## config.mk

```make
export PLATFORM = sky130hd
export DESIGN_NAME = scpc_top
export DESIGN_NICKNAME = d
export VERILOG_FILES = /design/src/common/scpc_pkg.sv /design/src/common/scpc_div_if.sv /design/src/hw/scpc_top.sv /design/src/hw/scpc_divider.sv
export VERILOG_INCLUDE_DIRS = /design/src /design/src/common
export SDC_FILE = /design/constraint.sdc
export NUM_CORES = 1
export LEC_CHECK = 0
export ABC_AREA = 1
export BUFFER_PORTS_ARGS = -buffer_cell sky130_fd_sc_hd__clkbuf_2
export CELL_PAD_IN_SITES_DETAIL_PLACEMENT = 0
export CELL_PAD_IN_SITES_GLOBAL_PLACEMENT = 1
export CORE_MARGIN = 4
export CORE_UTILIZATION = 42
export CTS_CLUSTER_DIAMETER = 200
export DETAILED_ROUTE_END_ITERATION = 10
export GPL_TIMING_DRIVEN = 1
export PLACE_DENSITY = 0.88
export REMOVE_ABC_BUFFERS = 1
export SETUP_SLACK_MARGIN = 0.15
export SKIP_CTS_REPAIR_TIMING = 1
export SLEW_MARGIN = 20
export SYNTH_ARGS = -nofsm -noshare
export SYNTH_HDL_FRONTEND = slang
export SYNTH_SLANG_ARGS = --single-unit
```

## constraint.sdc

```tcl
create_clock -name mclk -period 4.7 [get_ports mclk]
set_input_delay 0.47 -clock mclk [delete_from_list [all_inputs] [get_ports mclk]]
set_output_delay 0.47 -clock mclk [all_outputs]
set_load 0.005 [all_outputs]
```

## src/common/scpc_regs.svh

```systemverilog
// Purpose: Register indices, field positions, reset values and counts.
// Assumes: Indices are word indices; the byte address is four times one.
// Notes:   Definitions only; included by the design files.
`ifndef SCPC_REGS_SVH
`define SCPC_REGS_SVH
`define SCPC_IDX_TRIM      8'h60
`define SCPC_IDX_PRESCALE  8'h61
`define SCPC_IDX_CMD       8'h62
`define SCPC_UNLOCK_BIT    7
`define SCPC_RDY_BIT       4
`define SCPC_UNLOCK_PAT    8'h80
`define SCPC_SEL_FUSE_ON   4'h3
`define SCPC_SEL_FUSE_OFF  4'h0
`define SCPC_SEL_MAX       4'h8
`define SCPC_SEL_RESET     4'h3
`define SCPC_CMD_RESET     4'h0
`define SCPC_TRIM_RESET    8'h00
`define SCPC_UNLOCK_TICKS  3'h4
`define SCPC_BOOT_LOAD     3'h4
`define SCPC_SYNC_W        10
`endif

```

## src/common/scpc_pkg.sv

```systemverilog
// Purpose: Types shared by the clock prescaler block.
// Assumes: Command encodings are fixed by the clock switch module.
// Notes:   Codes with the top bit set mean no command.
package scpc_pkg;
  typedef enum logic [3:0] {
    scpc_cmd_none    = 4'h0,
    scpc_cmd_disable = 4'h1,
    scpc_cmd_enable  = 4'h2,
    scpc_cmd_request = 4'h3,
    scpc_cmd_switch  = 4'h4,
    scpc_cmd_recover = 4'h5,
    scpc_cmd_wdauto  = 4'h6,
    scpc_cmd_clkout  = 4'h7
  } scpc_cmd_t;
  typedef enum logic {
    scpc_lock_closed,
    scpc_lock_open
  } scpc_lock_t;
endpackage

```

## src/common/scpc_div_if.sv

```systemverilog
// Purpose: Carrier between the register side and the divider.
// Assumes: One clock, the undivided master clock.
// Notes:   The control side sets the code; the divider returns ticks.
`timescale 1ns/1ps
`default_nettype none
interface scpc_div_if;
  logic [3:0] code;
  logic [3:0] active;
  logic       tick;
  modport ctrl (output code, input tick, input active);
  modport div  (input code, output tick, output active);
endinterface
`default_nettype wire

```

## src/hw/scpc_top.sv

```systemverilog
// Purpose: System clock prescaler, oscillator trim and clock command register.
// Assumes: Classic Wishbone slave, 32-bit data, registers in byte lane 0.
// Notes:   One wait state on every access; unmapped reads return zero.
//
// Decided for this implementation: the Wishbone register port.
`timescale 1ns/1ps
`default_nettype none
`include "scpc_regs.svh"
module scpc_top #(
  parameter int AW = 10
) (
  input  wire logic          mclk,
  input  wire logic          reset,
  input  wire logic          wb_cyc_i,
  input  wire logic          wb_stb_i,
  input  wire logic          wb_we_i,
  input  wire logic [AW-1:0] wb_adr_i,
  input  wire logic [3:0]    wb_sel_i,
  input  wire logic [31:0]   wb_dat_i,
  output logic      [31:0]   wb_dat_o,
  output logic               wb_ack_o,
  input  wire logic          reset_divide_by_eight_fuse,
  input  wire logic [7:0]    trim_factory_value,
  input  wire logic          source_stable,
  output logic               clk_cpu_tick,
  output logic               clk_io_tick,
  output logic               clk_adc_tick,
  output logic               clk_flash_tick,
  output logic      [7:0]    rc_oscillator_trim,
  output logic               trim_range_select,
  output logic      [6:0]    trim_fine,
  output logic      [3:0]    clock_command_code,
  output logic               command_strobe,
  output logic               prescale_switching
);
  localparam int IW = AW - 2;

  // True when a write carries the unlock bit with every other bit zero.
  function automatic logic is_unlock(input logic [7:0] d);
    return d == `SCPC_UNLOCK_PAT;
  endfunction

  // True when an address selects the register at a given index.
  function automatic logic hit(input logic [AW-1:0] a, input logic [7:0] idx);
    return (a[AW-1:2] == IW'(idx)) && (a[1:0] == 2'b00);
  endfunction

  scpc_div_if dif ();

  logic                   ack_reg;
  logic [31:0]            dat_reg;
  logic [3:0]             sel_reg;
  logic [3:0]             sel_next;
  logic [7:0]             trim_reg;
  logic [3:0]             cmd_reg;
  logic                   strobe_reg;
  logic                   rdy_reg;
  logic                   stable_prev_reg;
  logic [1:0]             unlock_reg;
  logic [2:0]             ucnt_reg [2];
  logic [2:0]             boot_reg;
  logic [`SCPC_SYNC_W-1:0] sync_a_reg;
  logic [`SCPC_SYNC_W-1:0] sync_b_reg;
  logic [`SCPC_SYNC_W-1:0] sync_c_reg;
  logic [`SCPC_SYNC_W-1:0] filt_reg;
  logic [`SCPC_SYNC_W-1:0] filt_next;

  //////////////////////////////////////////////////////////////////////////
  // Pin inputs pass three flops; a bit moves only when the last two agree.
  // This keeps a slowly settling fuse or strap from loading a half value.
  assign filt_next = (sync_b_reg & ~(sync_b_reg ^ sync_c_reg))
                   | (filt_reg & (sync_b_reg ^ sync_c_reg));

  always_ff @(posedge mclk or posedge reset) begin
    if (reset) begin
      sync_a_reg <= '0;
      sync_b_reg <= '0;
      sync_c_reg <= '0;
      filt_reg   <= '0;
    end else begin
      sync_a_reg <= {source_stable, reset_divide_by_eight_fuse, trim_factory_value};
      sync_b_reg <= sync_a_reg;
      sync_c_reg <= sync_b_reg;
      filt_reg   <= filt_next;
    end
  end

  logic       fuse_filt;
  logic       stable_filt;
  logic [7:0] factory_filt;
  assign factory_filt = filt_reg[7:0];
  assign fuse_filt    = filt_reg[8];
  assign stable_filt  = filt_reg[9];

  //////////////////////////////////////////////////////////////////////////
  // Straps are caught a few cycles after reset release, once filtered.
  logic boot_load;
  assign boot_load = (boot_reg == `SCPC_BOOT_LOAD);

  always_ff @(posedge mclk or posedge reset) begin
    if (reset) begin
      boot_reg <= 3'h0;
    end else if (boot_reg <= `SCPC_BOOT_LOAD) begin
      boot_reg <= boot_reg + 3'h1;
    end
  end

  //////////////////////////////////////////////////////////////////////////
  // Bus decode. The answer comes one cycle after the request is seen.
  // A write lands at the edge that raises ack; the master still holds the request
  // through the next edge, so the early landing loses nothing and saves a register.
  logic       req;
  logic       wr;
  logic       hit_trim;
  logic       hit_pre;
  logic       hit_cmd;
  logic [7:0] wd;
  logic [7:0] rd_data;
  logic       pre_wr;
  logic       cmd_wr;
  logic       trim_wr;

  assign req      = wb_cyc_i & wb_stb_i & ~ack_reg;
  assign wr       = req & wb_we_i & wb_sel_i[0];
  assign hit_trim = hit(wb_adr_i, `SCPC_IDX_TRIM);
  assign hit_pre  = hit(wb_adr_i, `SCPC_IDX_PRESCALE);
  assign hit_cmd  = hit(wb_adr_i, `SCPC_IDX_CMD);
  assign wd       = wb_dat_i[7:0];
  assign pre_wr   = wr & hit_pre;
  assign cmd_wr   = wr & hit_cmd;
  assign trim_wr  = wr & hit_trim;

  // Reserved bits are built in as zero constants rather than stored.
  assign rd_data = hit_trim ? trim_reg
                 : hit_pre ? {unlock_reg[0], 3'b000, sel_reg}
                 : hit_cmd ? {unlock_reg[1], 2'b00, rdy_reg, cmd_reg}
                 : 8'h00;

  always_ff @(posedge mclk or posedge reset) begin
    if (reset) begin
      ack_reg <= 1'b0;
      dat_reg <= 32'h0000_0000;
    end else begin
      ack_reg <= req;
      if (req) begin
        dat_reg <= {24'h00_0000, rd_data};
      end
    end
  end

  assign wb_ack_o = ack_reg;
  assign wb_dat_o = dat_reg;

  //////////////////////////////////////////////////////////////////////////
  // Two timed unlocks: index 0 guards the select, index 1 the command field.
  // Both count divided ticks, so the window stretches with the ratio.
  logic       cpu_tick;
  logic [1:0] u_wr;
  logic [1:0] u_set;
  logic [1:0] u_load;
  logic [1:0] u_exp;

  assign cpu_tick = dif.tick;
  assign u_wr     = {cmd_wr, pre_wr};

  for (genvar i = 0; i < 2; i++) begin : g_unlock
    assign u_set[i]  = u_wr[i] & is_unlock(wd) & ~unlock_reg[i];
    assign u_load[i] = u_wr[i] & ~wd[`SCPC_UNLOCK_BIT] & unlock_reg[i];
    assign u_exp[i]  = unlock_reg[i] & cpu_tick
                     & (ucnt_reg[i] == `SCPC_UNLOCK_TICKS - 3'h1);

    // A rewrite of the pattern while open touches neither flag nor count.
    // The count restarts only on a fresh set, so repeated pattern writes cannot
    // hold a window open for longer than four ticks.
    always_ff @(posedge mclk or posedge reset) begin
      if (reset) begin
        unlock_reg[i] <= scpc_pkg::scpc_lock_closed;
        ucnt_reg[i]   <= 3'h0;
      end else if (u_set[i]) begin
        unlock_reg[i] <= scpc_pkg::scpc_lock_open;
        ucnt_reg[i]   <= 3'h0;
      end else if (u_load[i] || u_exp[i]) begin
        unlock_reg[i] <= scpc_pkg::scpc_lock_closed;
        ucnt_reg[i]   <= 3'h0;
      end else if (unlock_reg[i] && cpu_tick) begin
        ucnt_reg[i]   <= ucnt_reg[i] + 3'h1;
      end
    end
  end

  //////////////////////////////////////////////////////////////////////////
  // Select register: fuse value at start, then any code through the unlock.
  assign sel_next = boot_load ? (fuse_filt ? `SCPC_SEL_FUSE_ON
                                           : `SCPC_SEL_FUSE_OFF)
                  : u_load[0] ? wd[3:0]
                  : sel_reg;

  always_ff @(posedge mclk or posedge reset) begin
    if (reset) begin
      sel_reg <= `SCPC_SEL_RESET;
    end else begin
      sel_reg <= sel_next;
    end
  end

  // The divider picks the code up at its next period boundary.
  // The flag says a change is pending, not how much of the old period is left.
  assign dif.code           = sel_reg;
  assign prescale_switching = (dif.active != sel_reg);

  scpc_divider #(
    .CW (8)
  ) u_div (
    .mclk  (mclk),
    .reset (reset),
    .dif   (dif)
  );

  // All synchronous domains share one tick so they stay in step.
  assign clk_cpu_tick   = cpu_tick;
  assign clk_io_tick    = cpu_tick;
  assign clk_adc_tick   = cpu_tick;
  assign clk_flash_tick = cpu_tick;

  //////////////////////////////////////////////////////////////////////////
  // Oscillator trim: factory value after reset, software writes freely.
  // Nothing here limits the frequency; nonvolatile timing is software's care.
  always_ff @(posedge mclk or posedge reset) begin
    if (reset) begin
      trim_reg <= `SCPC_TRIM_RESET;
    end else if (boot_load) begin
      trim_reg <= factory_filt;
    end else if (trim_wr) begin
      trim_reg <= wd;
    end
  end

  assign rc_oscillator_trim = trim_reg;
  assign trim_range_select  = trim_reg[7];
  assign trim_fine          = trim_reg[6:0];

  //////////////////////////////////////////////////////////////////////////
  // Command field and ready flag. A ready event beats a same-cycle clear.
  // Reserved codes are stored so a read shows what was written, but raise no strobe.
  logic act_cmd;
  logic rdy_clr;
  logic rdy_set;

  assign act_cmd = ~wd[3] & (wd[3:0] != scpc_pkg::scpc_cmd_none);
  assign rdy_clr = u_load[1] & ((wd[3:0] == scpc_pkg::scpc_cmd_enable)
                             | (wd[3:0] == scpc_pkg::scpc_cmd_request));
  assign rdy_set = stable_filt & ~stable_prev_reg;

  always_ff @(posedge mclk or posedge reset) begin
    if (reset) begin
      cmd_reg         <= `SCPC_CMD_RESET;
      strobe_reg      <= 1'b0;
      rdy_reg         <= 1'b0;
      stable_prev_reg <= 1'b0;
    end else begin
      stable_prev_reg <= stable_filt;
      strobe_reg      <= u_load[1] & act_cmd;
      rdy_reg         <= rdy_set | (rdy_reg & ~rdy_clr);
      if (u_load[1]) begin
        cmd_reg <= wd[3:0];
      end
    end
  end

  assign clock_command_code = cmd_reg;
  assign command_strobe     = strobe_reg;
endmodule
`default_nettype wire

```

## src/hw/scpc_divider.sv

```systemverilog
// Purpose: Power-of-two clock divider producing one tick per divided period.
// Assumes: The code input may change at any time.
// Notes:   A new ratio is taken only on a period boundary.
`timescale 1ns/1ps
`default_nettype none
`include "scpc_regs.svh"
module scpc_divider #(
  parameter int CW = 8
) (
  input  wire logic mclk,
  input  wire logic reset,
  scpc_div_if.div   dif
);
  logic [CW-1:0] cnt_reg;
  logic [CW-1:0] cnt_next;
  logic [CW-1:0] term;
  logic [3:0]    act_reg;
  logic          tick_reg;
  logic          wrap;

  // Terminal count for a code; reserved codes fall back to the largest factor.
  function automatic logic [CW-1:0] ratio_term(input logic [3:0] c);
    logic [CW:0] f;
    f = (CW+1)'(1) << ((c > `SCPC_SEL_MAX) ? `SCPC_SEL_MAX : c);
    return CW'(f - (CW+1)'(1));
  endfunction

  //////////////////////////////////////////////////////////////////////////
  // Counter at the undivided rate; its state is not visible to software.
  assign term     = ratio_term(act_reg);
  assign wrap     = (cnt_reg == term);
  assign cnt_next = wrap ? '0 : cnt_reg + CW'(1);

  // The ratio swaps only as a period ends, so no short pulse can appear.
  always_ff @(posedge mclk or posedge reset) begin
    if (reset) begin
      cnt_reg  <= '0;
      act_reg  <= `SCPC_SEL_RESET;
      tick_reg <= 1'b0;
    end else begin
      cnt_reg  <= cnt_next;
      tick_reg <= wrap;
      if (wrap) begin
        act_reg <= dif.code;
      end
    end
  end

  assign dif.tick   = tick_reg;
  assign dif.active = act_reg;
endmodule
`default_nettype wire

```

==> impl_metrics.yaml <==
routing:
  wl_per_cell_microns: 12.92
  drtAntennaViolNets: 0
  vias_per_cell: 4.655
  drt_first_pass_iters: 4
  vias: 3119
  drt_iter0_drc: 155
  drt_wl_total_microns: 8659
  drc: 0
global_routing:
  grt_use_total_pct: 14.94
  grt_overflow: 0
  grt_pass1_wl_microns: 14010
  antenna_found_initial: 0
  grt_pass1_vias: 2992
  grt_max_degree: 52
clocking:
  h-tree-depth: 3
  clock_path_buffers: 2
  clkSlewWorstSetupHoldPaths_ns: 0.09
  clockRootBuffer: "clkbuf_8"
  clock_latency_ns: 0.35
  clock-sinks: 92
  cts_tree: "yes"
  numCtsBuffers: 9
sta:
  tns_ns: 0
  relSlewSlack_pct: 51.22
  period_share_pct: 47.85
  slew_viol_final: 0
  clock.fmax_ghz: 0.4446
  worst_pin_slew_ns: 0.7309
  setup_viol: 0
  rsz0062_at_grt: "no"
  finalHoldViolCount: 0
  clock_skew_ns: 0.009340
  setup_slack_ns: 2.451
  min_period_ns: 2.249
final_layout:
  synthToLayoutAreaGrowth_pct: 11.20
  stdcell_count: 670
  diodes: 0
  final_util_pct: 48.50
  layout-drive-gt1-share_pct: 20.48
  nets: 602
yosys:
  ys.flop_type: "dfrtp_1"
  netlist_area_sq_um: 4303
  ys_ff_latch: 92
  yosys_warnings: 0
  yosys.area.top_type: "dfrtp_1"
  synth_edf_count: 0
  seq_area_frac_synth_pct: 53.62
  synthArstFlopShare_pct: 100.0
  yosysMostFrequentCell: "nand2_1"
  synth_top_area_share_pct: 51.18
  postSynthAreaPerCell_sq_um: 9.155
  synth_cells: 470
  synth_cell_type_count: 34
  synthTopCellsByCount: "nand2_1 (99), dfrtp_1 (88), nor2_1 (56)"
  synth.area.top_cells: "dfrtp_1 (51%), nand2_1 (8.6%), buf_4 (6.1%), nor2_1 (4.9%), inv_1 (4.5%)"
floorplanning:
  fp.dieW_microns: 109.2
  coreArea_sq_um: 9864
  start_util_pct: 43.62
  dieArea_sq_um: 11930
  rows: 36
  io_pins: 120
  die_h_microns: 109.2
place:
  place.gp.congestion: 0.8397
  dp.cells: 655
  numPortBuffers: 68
  pre_cts_ws_ns: 2.267
  hpwlAfterDp_microns: 6627
critical_path:
  cp-end-kind: "flip-flop"
  crit_arrival_ns: 2.53
  crit_path_start_kind: "flip-flop"
  path_max_fanout: 15
  critPathKind: "flip-flop to flip-flop"
  worst_ep_required_time_ns: 4.98
run_status:
  outcome: "finished, final reports clean"
flow_run:
  cap_violations: 0
min_path:
  hold_class: "input port to async pin"
power_and_ir_drop:
  power_density_nw_per_um2: 382.3
  p_leak_uw: 0.002424
  ir_drop_uv: 205.6
[cells by family after synthesis]
family                     synth area share, %
buffers and inverters                    11.63
and+or+nand+nor                          22.07
AOI/OAI and AO/OA                        5.234
other                                  0.08715
muxes                                   0.2617
xor gates and xnor gates                 2.443
adders and majority gates                4.653
DFF                                      53.62
[report_power, final]
group          total, uW  switching, uW  internal, uW
sequential           960           85.8           874
combinational        375            227           148
clock                494            293           201
[layer usage]
layer  wire length, microns  global-route usage, %  vias up
met4                     74                  4.007        0
met2                   4246                  24.78       78
li1                       -                      -     1550
met3                    400                  3.256        8
met1                   3938                  19.88     1483
met5                      0                      0        -
[area by class of cell]
type                       count  area, sq um
inverter                      54        203.9
fill                         941         5080
tap                          133        166.4
timing repair buffer          69        347.8
multi-input combinational    307         1582
sequential                    92         2307
clock buffer                   9        123.9
clock inverter                 6        53.80
[critical path, stage by stage, from the launching register on]
cell     delay [ns]
dfrtp_1        0.38
inv_1          0.06
nand3_2        0.14
inv_1          0.46
nand2_1        0.25
nor2_1         0.23
nand3_1        0.22
nand2_1        0.23
o21ai_0        0.12
o21ai_0        0.09
[cell usage in the layout, fill, tap and decap left out, types with 3 or more instances in the layout]
cell type	netlist	routed
xnor2_1	7	7
nor2_1	56	56
maj3_1	10	10
ha_1	8	8
nor2_4	4	4
inv_1	52	51
nand3_1	24	24
o21ai_0	29	29
conb_1	1	24
inv_6	0	4
nand2_1	99	99
xor2_1	5	5
clkbuf_8	0	9
a31oi_1	5	5
nor3_1	6	6
dfstp_2	4	4
clkbuf_2	0	68
nand2_2	6	6
nor2_2	3	3
nand4_1	7	7
dfrtp_1	88	88
[through the flow]
step,total power (uW),hold WS (ns),area (sq um)
3_5_place_dp,1353,0.3347,4607
3_3_place_gp,1339,0.3323,4607
4_1_cts,1845,0.1999,4785
5_1_grt,1938,0.1891,4785
6_report,1829,0.1896,4785
2_1_floorplan,1240,0.3312,4091
[path summary, 6_finish.rpt]
check                                        start  slack [ns]                 endpoint  cells past startpoint
min in group mclk                    source_stable        0.21  sync_a_reg[9]$_DFF_PP0_                      1
hold reg to reg            sync_a_reg[6]$_DFF_PP0_        0.35  sync_b_reg[6]$_DFF_PP0_                      0
setup reg to reg                wb_ack_o$_DFF_PP0_        2.45  dif.code[0]$_DFFE_PP1P_                      9
hold / removal                               reset        0.19  sync_b_reg[2]$_DFF_PP0_                      2
setup / recovery                wb_ack_o$_DFF_PP0_        2.45  dif.code[0]$_DFFE_PP1P_                      9
max in group asynchronous                    reset        3.44                async pin                      3
(Power assumes the default switching activity.)
